### src/shared/tap_pkg.sv
// Constants, state encoding and carrier types for the boundary scan port.
// Assumes a single system clock; the test clock is sampled as data.
package tap_pkg;

  localparam int IR_WIDTH = 4;
  localparam int CHAIN_WIDTH = 24;
  localparam int ID_WIDTH = 32;
  localparam int ADDR_WIDTH = 7;
  localparam int DATA_WIDTH = 8;
  localparam int RESET_ONES = 5;
  localparam int PIN_COUNT = 8;

  localparam logic [3:0] INS_BYPASS = 4'h0;
  localparam logic [3:0] INS_SAMPLE = 4'h1;
  localparam logic [3:0] INS_IDCODE = 4'h2;
  localparam logic [3:0] INS_USERCODE = 4'h3;
  localparam logic [3:0] INS_CLAMP = 4'h4;
  localparam logic [3:0] INS_HIGHZ = 4'h5;
  localparam logic [3:0] INS_EXTEST = 4'h7;
  localparam logic [3:0] INS_IFACE = 4'h8;
  localparam logic [3:0] INS_REG_READ = 4'h9;
  localparam logic [3:0] INS_REG_WRITE = 4'hA;

  // Gray codes along reset, idle, DR path
  typedef enum logic [3:0] {
    ST_RESET = 4'h0,
    ST_IDLE = 4'h1,
    ST_SEL_DR = 4'h3,
    ST_CAP_DR = 4'h2,
    ST_SHIFT_DR = 4'h6,
    ST_EXIT1_DR = 4'h7,
    ST_PAUSE_DR = 4'h5,
    ST_EXIT2_DR = 4'h4,
    ST_UPD_DR = 4'hC,
    ST_SEL_IR = 4'hD,
    ST_CAP_IR = 4'hF,
    ST_SHIFT_IR = 4'hE,
    ST_EXIT1_IR = 4'hA,
    ST_PAUSE_IR = 4'hB,
    ST_EXIT2_IR = 4'h9,
    ST_UPD_IR = 4'h8
  } tap_state_type;

  typedef struct packed {
    logic tck;
    logic tms;
    logic tdi;
  } link_in_type;

  typedef struct packed {
    logic rise;
    logic fall;
    logic tms;
    logic tdi;
  } link_event_type;

  typedef struct packed {
    logic [6:0] addr;
    logic [7:0] data;
    logic write;
  } reg_access_type;

endpackage : tap_pkg

### src/core/boundary_scan_tap.sv
// Boundary scan test access port: controller, instruction decoder, data
// chains, pin test cells and internal register access.
// Assumes pins arrive asynchronously and are sampled by clk_i.
// Behaviour
// [RL1] Codes 0,1,2,3,4,5,7,8,9,10 decode to bypass, sample, id, user, clamp, high-Z, extest, interface toggle, read and write.
// [RL2] Register write shifts 7 address bits then 8 data bits; register read takes a 7-bit address and returns 8 data bits.
// [RL3] The port has three inputs (clock, mode select, data in) and one output (data out) forming the scan path.
// [RL4] All test state moves only on test clock edges and holds while that clock stands still.
// [RL5] Mode select is sampled on each rising test clock edge to choose the next state.
// [RL6] The outside controller changes mode select and data in on the falling test clock edge.
// [RL7] Five rising edges with mode select high put the controller in Test-Logic-Reset from anywhere.
// [RL8] Entering Test-Logic-Reset loads the identification instruction.
// [RL9] Data in is sampled on the rising edge into the instruction chain or the selected data chain.
// [RL10] Data out shows the serial end of the instruction chain or of the selected data chain.
// [RL11] Each pin has a test cell that overrides its normal function under test instructions.
// [RL12] Data out is not driven unless the port is shifting.
// [RL13] Data out changes on the falling test clock edge.
// [RL14] The interface toggle instruction with a 1 at Update-DR disables the host interfaces and enables register access.
// [RL15] Register read captures the current address, shifts in a new one and makes it current at Update-DR.
// [RL16] The controller is the standard sixteen-state machine with capture, shift and update for both paths.
// [RL17] Bypass puts one flip-flop between data in and data out.
`timescale 1ns/10ps
`default_nettype none
module boundary_scan_tap
#(
  parameter logic [31:0] ID_VALUE = 32'h1000_0001,  // Arbitrary value
  parameter logic [31:0] USER_VALUE = 32'h0000_0000,  // Arbitrary value
  parameter int PINS = tap_pkg::PIN_COUNT
)
(
  // System
  input wire logic clk_i,
  input wire logic reset_i,
  // Test link
  input wire logic test_clk_i,
  input wire logic mode_sel_i,
  input wire logic data_in_i,
  output logic data_out_o,
  output logic data_out_oe_o,
  // Pins: core side
  input wire logic [PINS-1:0] core_out_i,
  input wire logic [PINS-1:0] core_oe_i,
  output logic [PINS-1:0] core_in_o,
  // Pins: pad side
  input wire logic [PINS-1:0] pad_in_i,
  output logic [PINS-1:0] pad_out_o,
  output logic [PINS-1:0] pad_oe_o,
  // Internal register access
  output logic host_disable_o,
  output tap_pkg::reg_access_type reg_req_o,
  output logic reg_req_valid_o,
  input wire logic [7:0] reg_rdata_i
);

  localparam int CW = tap_pkg::CHAIN_WIDTH;
  localparam int IW = tap_pkg::IR_WIDTH;
  localparam int RW = tap_pkg::ADDR_WIDTH + tap_pkg::DATA_WIDTH;

  tap_pkg::link_in_type pins;
  tap_pkg::link_event_type ev;

  tap_pkg::tap_state_type state, next_state;
  logic [IW-1:0] ir_shift, next_ir_shift, ir, next_ir;
  logic [31:0] dr_shift, next_dr_shift;
  logic [CW-1:0] bs_update, next_bs_update;
  logic [6:0] cur_addr, next_cur_addr;
  logic host_off, next_host_off;
  logic tdo, next_tdo, tdo_en, next_tdo_en;
  tap_pkg::reg_access_type req, next_req;
  logic req_valid, next_req_valid;
  logic [2:0] ones, next_ones;
  logic [CW-1:0] capture_vec;
  logic test_mode;

  assign pins.tck = test_clk_i; // RL3
  assign pins.tms = mode_sel_i; // RL3
  assign pins.tdi = data_in_i; // RL3

  link_sync u_sync
  (
    .clk_i(clk_i),
    .reset_i(reset_i),
    .pins_i(pins),
    .event_o(ev)
  );

  // Length of the data chain chosen by an instruction
  function automatic int dr_len(input logic [IW-1:0] code);
    case (code)
      tap_pkg::INS_SAMPLE, tap_pkg::INS_EXTEST: dr_len = CW;
      tap_pkg::INS_IDCODE, tap_pkg::INS_USERCODE: dr_len = 32;
      tap_pkg::INS_IFACE: dr_len = 1;
      tap_pkg::INS_REG_READ: dr_len = RW; // RL2
      tap_pkg::INS_REG_WRITE: dr_len = RW;
      default: dr_len = 1;
    endcase
  endfunction : dr_len

  // Standard controller transitions
  function automatic tap_pkg::tap_state_type advance(
    input tap_pkg::tap_state_type s, input logic m);
    case (s)
      tap_pkg::ST_RESET: advance = m ? tap_pkg::ST_RESET : tap_pkg::ST_IDLE;
      tap_pkg::ST_IDLE: advance = m ? tap_pkg::ST_SEL_DR : tap_pkg::ST_IDLE;
      tap_pkg::ST_SEL_DR: advance = m ? tap_pkg::ST_SEL_IR : tap_pkg::ST_CAP_DR;
      tap_pkg::ST_CAP_DR:
        advance = m ? tap_pkg::ST_EXIT1_DR : tap_pkg::ST_SHIFT_DR;
      tap_pkg::ST_SHIFT_DR:
        advance = m ? tap_pkg::ST_EXIT1_DR : tap_pkg::ST_SHIFT_DR;
      tap_pkg::ST_EXIT1_DR:
        advance = m ? tap_pkg::ST_UPD_DR : tap_pkg::ST_PAUSE_DR;
      tap_pkg::ST_PAUSE_DR:
        advance = m ? tap_pkg::ST_EXIT2_DR : tap_pkg::ST_PAUSE_DR;
      tap_pkg::ST_EXIT2_DR:
        advance = m ? tap_pkg::ST_UPD_DR : tap_pkg::ST_SHIFT_DR;
      tap_pkg::ST_UPD_DR: advance = m ? tap_pkg::ST_SEL_DR : tap_pkg::ST_IDLE;
      tap_pkg::ST_SEL_IR: advance = m ? tap_pkg::ST_RESET : tap_pkg::ST_CAP_IR;
      tap_pkg::ST_CAP_IR:
        advance = m ? tap_pkg::ST_EXIT1_IR : tap_pkg::ST_SHIFT_IR;
      tap_pkg::ST_SHIFT_IR:
        advance = m ? tap_pkg::ST_EXIT1_IR : tap_pkg::ST_SHIFT_IR;
      tap_pkg::ST_EXIT1_IR:
        advance = m ? tap_pkg::ST_UPD_IR : tap_pkg::ST_PAUSE_IR;
      tap_pkg::ST_PAUSE_IR:
        advance = m ? tap_pkg::ST_EXIT2_IR : tap_pkg::ST_PAUSE_IR;
      tap_pkg::ST_EXIT2_IR:
        advance = m ? tap_pkg::ST_UPD_IR : tap_pkg::ST_SHIFT_IR;
      tap_pkg::ST_UPD_IR: advance = m ? tap_pkg::ST_SEL_DR : tap_pkg::ST_IDLE;
      default: advance = tap_pkg::ST_RESET;
    endcase
  endfunction : advance

  // Capture vector: pin input and output enable per cell pair, zero padded
  always_comb
  begin
    capture_vec = '0;
    for (int i = 0; i < PINS && 2 * i + 1 < CW; i++)
    begin
      capture_vec[2 * i] = pad_in_i[i];
      capture_vec[2 * i + 1] = core_oe_i[i];
    end
  end

  always_comb
  begin
    int len;
    len = dr_len(ir);
    next_state = state;
    next_ir_shift = ir_shift;
    next_ir = ir;
    next_dr_shift = dr_shift;
    next_bs_update = bs_update;
    next_cur_addr = cur_addr;
    next_host_off = host_off;
    next_tdo = tdo;
    next_tdo_en = tdo_en;
    next_req = req;
    next_req_valid = 1'b0;
    next_ones = ones;
    if (ev.rise) // RL4
    begin
      next_state = advance(state, ev.tms); // RL5 RL16
      next_ones = ev.tms ? ((ones == 3'(tap_pkg::RESET_ONES)) ? ones
                            : ones + 3'h1) : 3'h0;
      if (ev.tms && ones == 3'(tap_pkg::RESET_ONES - 1))
        next_state = tap_pkg::ST_RESET; // RL7
      case (state)
        tap_pkg::ST_RESET:
        begin
          next_ir = tap_pkg::INS_IDCODE; // RL8
          next_host_off = 1'b0;
        end
        tap_pkg::ST_CAP_IR:
          next_ir_shift = 4'h1;
        tap_pkg::ST_SHIFT_IR:
          next_ir_shift = {ev.tdi, ir_shift[IW-1:1]}; // RL9
        tap_pkg::ST_UPD_IR:
          next_ir = ir_shift; // RL1
        tap_pkg::ST_CAP_DR:
        begin
          case (ir)
            tap_pkg::INS_SAMPLE, tap_pkg::INS_EXTEST:
              next_dr_shift = {8'h00, capture_vec}; // RL11
            tap_pkg::INS_IDCODE:
              next_dr_shift = ID_VALUE;
            tap_pkg::INS_USERCODE:
              next_dr_shift = USER_VALUE;
            tap_pkg::INS_IFACE:
              next_dr_shift = {31'h0, host_off};
            tap_pkg::INS_REG_READ:
              next_dr_shift = {17'h0, reg_rdata_i, cur_addr}; // RL15
            default:
              next_dr_shift = '0; // RL17
          endcase
        end
        tap_pkg::ST_SHIFT_DR:
        begin
          // Data in enters at the top bit of the chosen chain length
          next_dr_shift = dr_shift >> 1; // RL9
          next_dr_shift[len - 1] = ev.tdi;
        end
        tap_pkg::ST_UPD_DR:
        begin
          case (ir)
            tap_pkg::INS_SAMPLE, tap_pkg::INS_EXTEST:
              next_bs_update = dr_shift[CW-1:0];
            tap_pkg::INS_IFACE:
              next_host_off = dr_shift[0]; // RL14
            tap_pkg::INS_REG_READ:
              if (host_off)
              begin
                next_cur_addr = dr_shift[6:0]; // RL15
                next_req.addr = dr_shift[6:0];
                next_req.data = 8'h00;
                next_req.write = 1'b0;
                next_req_valid = 1'b1;
              end
            tap_pkg::INS_REG_WRITE:
              if (host_off)
              begin
                next_req.addr = dr_shift[6:0]; // RL2
                next_req.data = dr_shift[14:7];
                next_req.write = 1'b1;
                next_req_valid = 1'b1;
              end
            default:
              next_req_valid = 1'b0;
          endcase
        end
        default:
          next_req_valid = 1'b0;
      endcase
      // Test-Logic-Reset takes over at the very rise that enters it
      if (next_state == tap_pkg::ST_RESET)
      begin
        next_ir = tap_pkg::INS_IDCODE; // RL8
        next_host_off = 1'b0;
      end
    end
    if (ev.fall) // RL13
    begin
      next_tdo_en = (state == tap_pkg::ST_SHIFT_IR)
                    || (state == tap_pkg::ST_SHIFT_DR); // RL12
      next_tdo = (state == tap_pkg::ST_SHIFT_IR) ? ir_shift[0]
                 : dr_shift[0]; // RL10
    end
  end

  always_ff @(posedge clk_i)
  begin
    if (reset_i)
    begin
      state <= tap_pkg::ST_RESET;
      ir_shift <= '0;
      ir <= tap_pkg::INS_IDCODE;
      dr_shift <= '0;
      bs_update <= '0;
      cur_addr <= '0;
      host_off <= 1'b0;
      tdo <= 1'b0;
      tdo_en <= 1'b0;
      req <= '0;
      req_valid <= 1'b0;
      ones <= '0;
    end
    else
    begin
      state <= next_state;
      ir_shift <= next_ir_shift;
      ir <= next_ir;
      dr_shift <= next_dr_shift;
      bs_update <= next_bs_update;
      cur_addr <= next_cur_addr;
      host_off <= next_host_off;
      tdo <= next_tdo;
      tdo_en <= next_tdo_en;
      req <= next_req;
      req_valid <= next_req_valid;
      ones <= next_ones;
    end
  end

  // Pin test cells take over under extest, clamp and high-Z
  assign test_mode = (ir == tap_pkg::INS_EXTEST) || (ir == tap_pkg::INS_CLAMP)
                     || (ir == tap_pkg::INS_HIGHZ);

  always_comb
  begin
    for (int i = 0; i < PINS; i++)
    begin
      if (ir == tap_pkg::INS_HIGHZ)
      begin
        pad_out_o[i] = 1'b0;
        pad_oe_o[i] = 1'b0;
      end
      else if (test_mode && 2 * i + 1 < CW) // RL11
      begin
        pad_out_o[i] = bs_update[2 * i];
        pad_oe_o[i] = bs_update[2 * i + 1];
      end
      else
      begin
        pad_out_o[i] = core_out_i[i];
        pad_oe_o[i] = core_oe_i[i];
      end
      core_in_o[i] = pad_in_i[i];
    end
  end

  assign data_out_o = tdo;
  assign data_out_oe_o = tdo_en;
  assign host_disable_o = host_off;
  assign reg_req_o = req;
  assign reg_req_valid_o = req_valid;

endmodule : boundary_scan_tap
`default_nettype wire

### src/core/link_sync.sv
// Synchroniser and edge finder for the test clock, mode select and data in.
// Assumes the link pins are asynchronous to clk_i.
`timescale 1ns/10ps
`default_nettype none
module link_sync
(
  // System
  input wire logic clk_i,
  input wire logic reset_i,
  // Pins
  input wire tap_pkg::link_in_type pins_i,
  // Events
  output tap_pkg::link_event_type event_o
);

  tap_pkg::link_in_type stage1, stage2, stage3;
  tap_pkg::link_in_type next_stage1, next_stage2, next_stage3;
  logic tck_level, tms_level, tdi_level;
  logic next_tck_level, next_tms_level, next_tdi_level;
  tap_pkg::link_event_type next_event;

  // A change counts once the second and third stages agree
  always_comb
  begin
    next_stage1 = pins_i;
    next_stage2 = stage1;
    next_stage3 = stage2;
    next_tck_level = (stage2.tck == stage3.tck) ? stage3.tck : tck_level;
    next_tms_level = (stage2.tms == stage3.tms) ? stage3.tms : tms_level;
    next_tdi_level = (stage2.tdi == stage3.tdi) ? stage3.tdi : tdi_level;
    next_event.rise = next_tck_level & ~tck_level;
    next_event.fall = ~next_tck_level & tck_level;
    next_event.tms = tms_level;
    next_event.tdi = tdi_level;
  end

  always_ff @(posedge clk_i)
  begin
    if (reset_i)
    begin
      stage1 <= '1;
      stage2 <= '1;
      stage3 <= '1;
      tck_level <= 1'b1;
      tms_level <= 1'b1;
      tdi_level <= 1'b1;
      event_o <= '0;
    end
    else
    begin
      stage1 <= next_stage1;
      stage2 <= next_stage2;
      stage3 <= next_stage3;
      tck_level <= next_tck_level;
      tms_level <= next_tms_level;
      tdi_level <= next_tdi_level;
      event_o <= next_event;
    end
  end

endmodule : link_sync
`default_nettype wire

### config.mk
export PLATFORM = sky130hd
export DESIGN_NAME = boundary_scan_tap
export DESIGN_NICKNAME = d
export VERILOG_FILES = /design/src/shared/tap_pkg.sv /design/src/core/boundary_scan_tap.sv /design/src/core/link_sync.sv
export SDC_FILE = /design/constraint.sdc
export NUM_CORES = 1
export LEC_CHECK = 0
export ABC_AREA = 1
export CORE_UTILIZATION = 45
export CTS_BUF_LIST = sky130_fd_sc_hd__clkbuf_2
export CTS_CLUSTER_SIZE = 10
export DETAILED_ROUTE_END_ITERATION = 12
export DONT_BUFFER_PORTS = 1
export PLACE_DENSITY = 0.57
export SKIP_CTS_REPAIR_TIMING = 1
export SYNTH_ARGS = -nofsm -noshare
export SYNTH_HDL_FRONTEND = slang
export SYNTH_HIERARCHICAL = 1
export SYNTH_SLANG_ARGS = --single-unit
### constraint.sdc
create_clock -name clk_i -period 1.9 [get_ports clk_i]
set_input_delay 0.285 -clock clk_i [delete_from_list [all_inputs] [get_ports clk_i]]
set_output_delay 0.285 -clock clk_i [all_outputs]
set_load 0.1 [all_outputs]
After elaboration in Yosys (flattened, before gate mapping). Index checks and enable logic that the tools add are counted.

Flip-flop bits (word level): 106. Input port bits: 37. Output and inout port bits: 44.

Add/sub/neg operators: 2. Magnitude comparators: 2. Eq/ne operators: 33. Mux-type cells: 67. Bitwise operators: 7. Reduce and logical (&&, ||, !) cells: 27.

Operator list (number): $pmux 29 s4 (1); $pmux 32 s2 (1); $pmux 4 s12 (1); $eq 4x4->1 const B (11); $mux 1 (41); $bwmux 32 (1); $ge 32x1->1 const B (1); $lt 32x7->1 const B (1); $mux 16 (2); $pmux 16 s2 (1); $sub 32x2->32 const B (1); $eq 4x3->1 const B (7); $mux 4 (7); $pmux 6 s3 (1); $eq 4x2->1 const B (4); $pmux 4 s2 (2); $mux 3 (4); $reduce_or 2->1 (5); $eq 4x1->1 const B (2); $logic_not 4->1 (2); $reduce_and 2->1 (4); $eq 3x3->1 const B (2); $mux 2 (3); $ne 2x2->1 const B (3); other kinds (16) (30).

Logic depth before layout (Yosys ltp).
Depth after elaboration: 10. Mapped depth: 15. Depth with buffers taken out: 14.

Modules after synthesis. Netlist, hierarchy kept.

Modules (own cells, without submodules): boundary_scan_tap (instances 1, cells an instance 624, area an instance 4371.7 um^2, seq. area each 1801.7 um^2); link_sync (instances 1, cells an instance 49, area an instance 478.0 um^2, seq. area each 320.3 um^2).

Worst setup path after synthesis. OpenSTA, ideal clock, no wires.

Path kind: reg-to-output. Start point: reg ir[2]. End point: out pad_oe_o[0]. Data arrival time: 2.611 ns. Path slack: -0.996 ns. Stages on the path, launching flop included: 8. Cell sequence: dfxtp_1 -> inv_1 -> nor2_1 -> clkinv_1 -> nor2_1 -> inv_1 -> clkbuf_1 -> a21oi_1.

Word-level cells in the longest chain between the ends: 5. Elaborated cells on any way between the ends: 7.

RTL lines: start: declaration (RTL line boundary_scan_tap.sv:63) `logic [IW-1:0] ir_shift, next_ir_shift, ir, next_ir;`; start signal: assignment (RTL line boundary_scan_tap.sv:255) `ir <= tap_pkg::INS_IDCODE;`; start signal: assignment (RTL line boundary_scan_tap.sv:270) `ir <= next_ir;`; $eq 4x3->1 (RTL line boundary_scan_tap.sv:284) `assign test_mode = (ir == tap_pkg::INS_EXTEST) || (ir == tap_pkg::INS_CLAMP)`; $logic_or 1x1->1 (RTL line boundary_scan_tap.sv:284); $logic_or 1x1->1 (RTL line boundary_scan_tap.sv:285) `|| (ir == tap_pkg::INS_HIGHZ);`; $mux 1 (RTL line boundary_scan_tap.sv:296) `else if (test_mode && 2 * i + 1 < CW)`; $mux 1 (*) (RTL line boundary_scan_tap.sv:291) `if (ir == tap_pkg::INS_HIGHZ)`; end: declaration (RTL line boundary_scan_tap.sv:47) `output logic [PINS-1:0] pad_oe_o,`.

Every way passes the cells marked *; elsewhere a longest branch is shown, timed or not.

Worst setup path after layout.
Start point: reg ir[2]. End point: out pad_out_o[5].

Word-level cells in the longest chain between the ends: 5. Elaborated cells on any way between the ends: 7.

RTL lines: $eq 4x3->1 (RTL line boundary_scan_tap.sv:284); $logic_or 1x1->1 (RTL line boundary_scan_tap.sv:284); $logic_or 1x1->1 (RTL line boundary_scan_tap.sv:285); $mux 1 (RTL line boundary_scan_tap.sv:296); $mux 1 (*) (RTL line boundary_scan_tap.sv:291); end: declaration (RTL line boundary_scan_tap.sv:46) `output logic [PINS-1:0] pad_out_o,`.

Marks and branches as above.

==> metrics <==
status finished with violations; failing checks negative hold slack, negative setup slack; 1st-iter DRT viols around 180; Layout Skew roughly 0.053 ns; Relative slew margins 0.6762; I/O pin count a little over 80; Hold Crit Class in2reg; Syn Inst Count 673; clock sink count 106; Setup crit end kind primary output; total gr overflow 0; Lkg Pwr 2.585 nW; Int Power 2.588 mW; PD cells 585.9 nW/um2; DIE WIDTH ~110 um; final non-filler cell total around 870; H-tree depth 3; Worst Reg-to-Reg Cells 12; vias in the first global route between 4000 and 5000; Syn Nets 714; Tightest Pin Transition just under 0.5 ns; CP delay by family, top buffers and inverters; Routed WL per cell between 10 and 15 um; DR pass1 iterations 5; kind of critical path reg2out; fin nets 768; Final Slew Violations 0; clk_lat worst skew slightly above 0.6 ns; Die H around 110 um; Switching Power about 1.1 mW; initial antenna violation count 0; slowest stage delay, CP ~0.41 ns; fin util 0.5988; clock-pin slew on the worst setup and hold paths 0.28 ns; die area ~11000 um2; Placed Instances 826; site row count 37; worst slack, placed ~0.024 ns; Fin Hold WS -0.008702 ns; Startpoint Class register; Synth Register Bits 106; vias per inst between 5 and 6; CP Depth 8; GPL Wtd Cong 0.8438; shortest period the worst path allows ~2.3 ns; gr usage total 0.2182; Seq/Total Area, Yosys 0.4376; slowest CP cell dfxtp_2; most frequent cells in the layout 140 x nand2_1, 95 x dfxtp_1, 76 x nor2_1, 61 x o21ai_0, 44 x a21oi_1; Worst EP required 1.62 ns; critical-path maximum fanout 5; Fin. Hold Viols 2; final worst path period share 1.211; Max-Cap Viols 0; Final ANT Viol Nets 0; Max clock buf depth 2; crit-path cells inv_2 -> nor2_4 -> inv_4 -> nor2_4 -> buf_6 -> nand2_1 -> a21oi_4 -> buf_12; post-synthesis cell type count 37; fmax about 430 MHz; hold-critical path depth 4; Area Growth Syn to Fin 28.04%; first-pass GRT wire length between 15 and 20 mm; Port Buffers 0; largest net degree at the start of global routing between 50 and 60; layout cell share with drive strength beyond 1 0.2418; CTS tree done; Comb power frac 0.102; placed wire-length estimate ~8.6 mm; total wire length around 12 mm; synthesized area 4850 um2; core area ~10000 um2; Final WS setup -0.4003 ns; unrepaired setup endpoints after global routing yes; Starting Density 0.4677; warnings from Yosys 6; WP buf/inv 4; Clock power frac 0.281; CP dominant cell by count nor2_4; DR vias between 4000 and 5000; Sw Ratio 0.2886; final setup fails 16; drt drc 0; maximum vdd ir drop a little over 0.4 mV; crit path DAT 2.02 ns; ANT cells 0; most common cell after layout, fill and taps aside nand2_1; CTS root buf clkbuf_2; cts bufs inserted 9; syn_area_per_cell approximately 7.2 um2; Flop pwr share 0.617
-- through the flow --
stage	setup TNS [ns]	cell area, um2	power, mW	hold WS (ns)
after floorplan	0	5051	2.597	0.3821
after detailed placement	0	5615	2.605	0.3578
after global placement	0	5615	2.602	0.3577
final	-6.046	6210	3.639	-0.008702
after CTS	-9.488	5727	3.618	-0.3251
after global routing	-8.033	6210	3.774	0.02416
-- cell usage after synthesis, drive strengths merged --
master | count | area share
clkbuf | 18 | 0.014
o211ai | 5 | 0.0077
a31oi | 16 | 0.021
nor3 | 2 | 0.0021
nand3 | 25 | 0.028
nand4 | 6 | 0.0077
or2 | 8 | 0.010
a21oi | 65 | 0.070
buf | 19 | 0.027
o21ai | 64 | 0.067
o22ai | 8 | 0.010
o2111ai | 1 | 0.0018
a211oi | 4 | 0.0062
xor2 | 1 | 0.0018
a22o | 7 | 0.013
inv | 59 | 0.046
clkinv | 1 | 0.00077
nand2 | 156 | 0.12
nor2 | 97 | 0.092
o21bai | 1 | 0.0015
dfxtp | 106 | 0.44
ha | 4 | 0.010
-- power groups by stage --
| stage | Combinational (mW) | Sequential [mW] | Clock [mW] |
|---|---|---|---|
| after detailed placement | 0.314 | 2.29 | 0 |
| after floorplan | 0.310 | 2.29 | 0 |
| after global placement | 0.312 | 2.29 | 0 |
| after CTS | 0.314 | 2.25 | 1.05 |
| final | 0.370 | 2.25 | 1.02 |
| after global routing | 0.385 | 2.25 | 1.14 |
-- final cells by class --
type | count | area [um2]
repair buffers | 79 | 898.4
well taps | 136 | 170.2
flip-flops and latches | 106 | 2148
inverters | 60 | 232.7
clock inverters | 6 | 61.31
fillers | 979 | 4160
multi-input cells | 470 | 2641
clock buffers | 10 | 50.05
repair inverters | 1 | 7.507
-- per-layer routing --
| layer | GRT usage | wire (um) | part of all wire |
|---|---|---|---|
| met1 | 0.2640 | 5292 | 0.42 |
| met2 | 0.3828 | 6233 | 0.50 |
| met3 | 0.03649 | 612 | 0.049 |
| met4 | 0.08730 | 342 | 0.027 |
| met5 | 0 | 0 | 0 |
-- final timing paths --
| check | startpoint | to | slack [ns] |
|---|---|---|---|
| worst max-delay path | ir[2]$_SDFFE_PP0P_ | pad_out_o[5] | -0.40 |
| worst max register to register | ir[3]$_SDFFE_PP0P_ | dr_shift[0]$_SDFFE_PP0P_ | 0.04 |
| worst min-delay path | reg_rdata_i[6] | dr_shift[13]$_SDFFE_PP0P_ | -0.009 |
| worst min register to register | u_sync/next_stage2[0]$_SDFF_PP1_ | u_sync/next_stage3[0]$_SDFF_PP1_ | 0.45 |
-- logic make-up (layout without fill, tap and decap cells) --
| family | count (synthesis) | after routing | share of synthesized area |
|---|---|---|---|
| buffers and inverters | 97 | 156 | 0.08772 |
| AND/OR/NAND/NOR | 294 | 294 | 0.2647 |
| flip-flops | 106 | 106 | 0.4376 |
| adder cells (fa/ha/maj) | 4 | 4 | 0.01032 |
| XOR/XNOR | 1 | 1 | 0.001806 |
| AO/OA/AOI/OAI | 171 | 171 | 0.1979 |
-- flip-flops by register name (all words and copies together) (netlist names) --
register	count
cur_addr	7
u_sync/next_stage2	3
ir	4
u_sync/stage3	3
ones	3
reg_req_o	16
host_disable_o	1
u_sync/event_o	4
u_sync/tms_level	1
bs_update	16
ir_shift	4
data_out_o	1
data_out_oe_o	1
reg_req_valid_o	1
dr_shift	32
u_sync/tck_level	1
state	4
u_sync/next_stage3	3
u_sync/tdi_level	1
-- worst register-to-register path: cells and delay by family (launching register included) --
kind | cells | cell delay [ns]
AOI/OAI and AO/OA | 3 | 0.38
adders and majority gates | 1 | 0.27
buffers and inverters | 4 | 0.33
DFF | 1 | 0.42
and+or+nand+nor | 4 | 0.44
No activity file was read; power rests on OpenSTA's default activity.
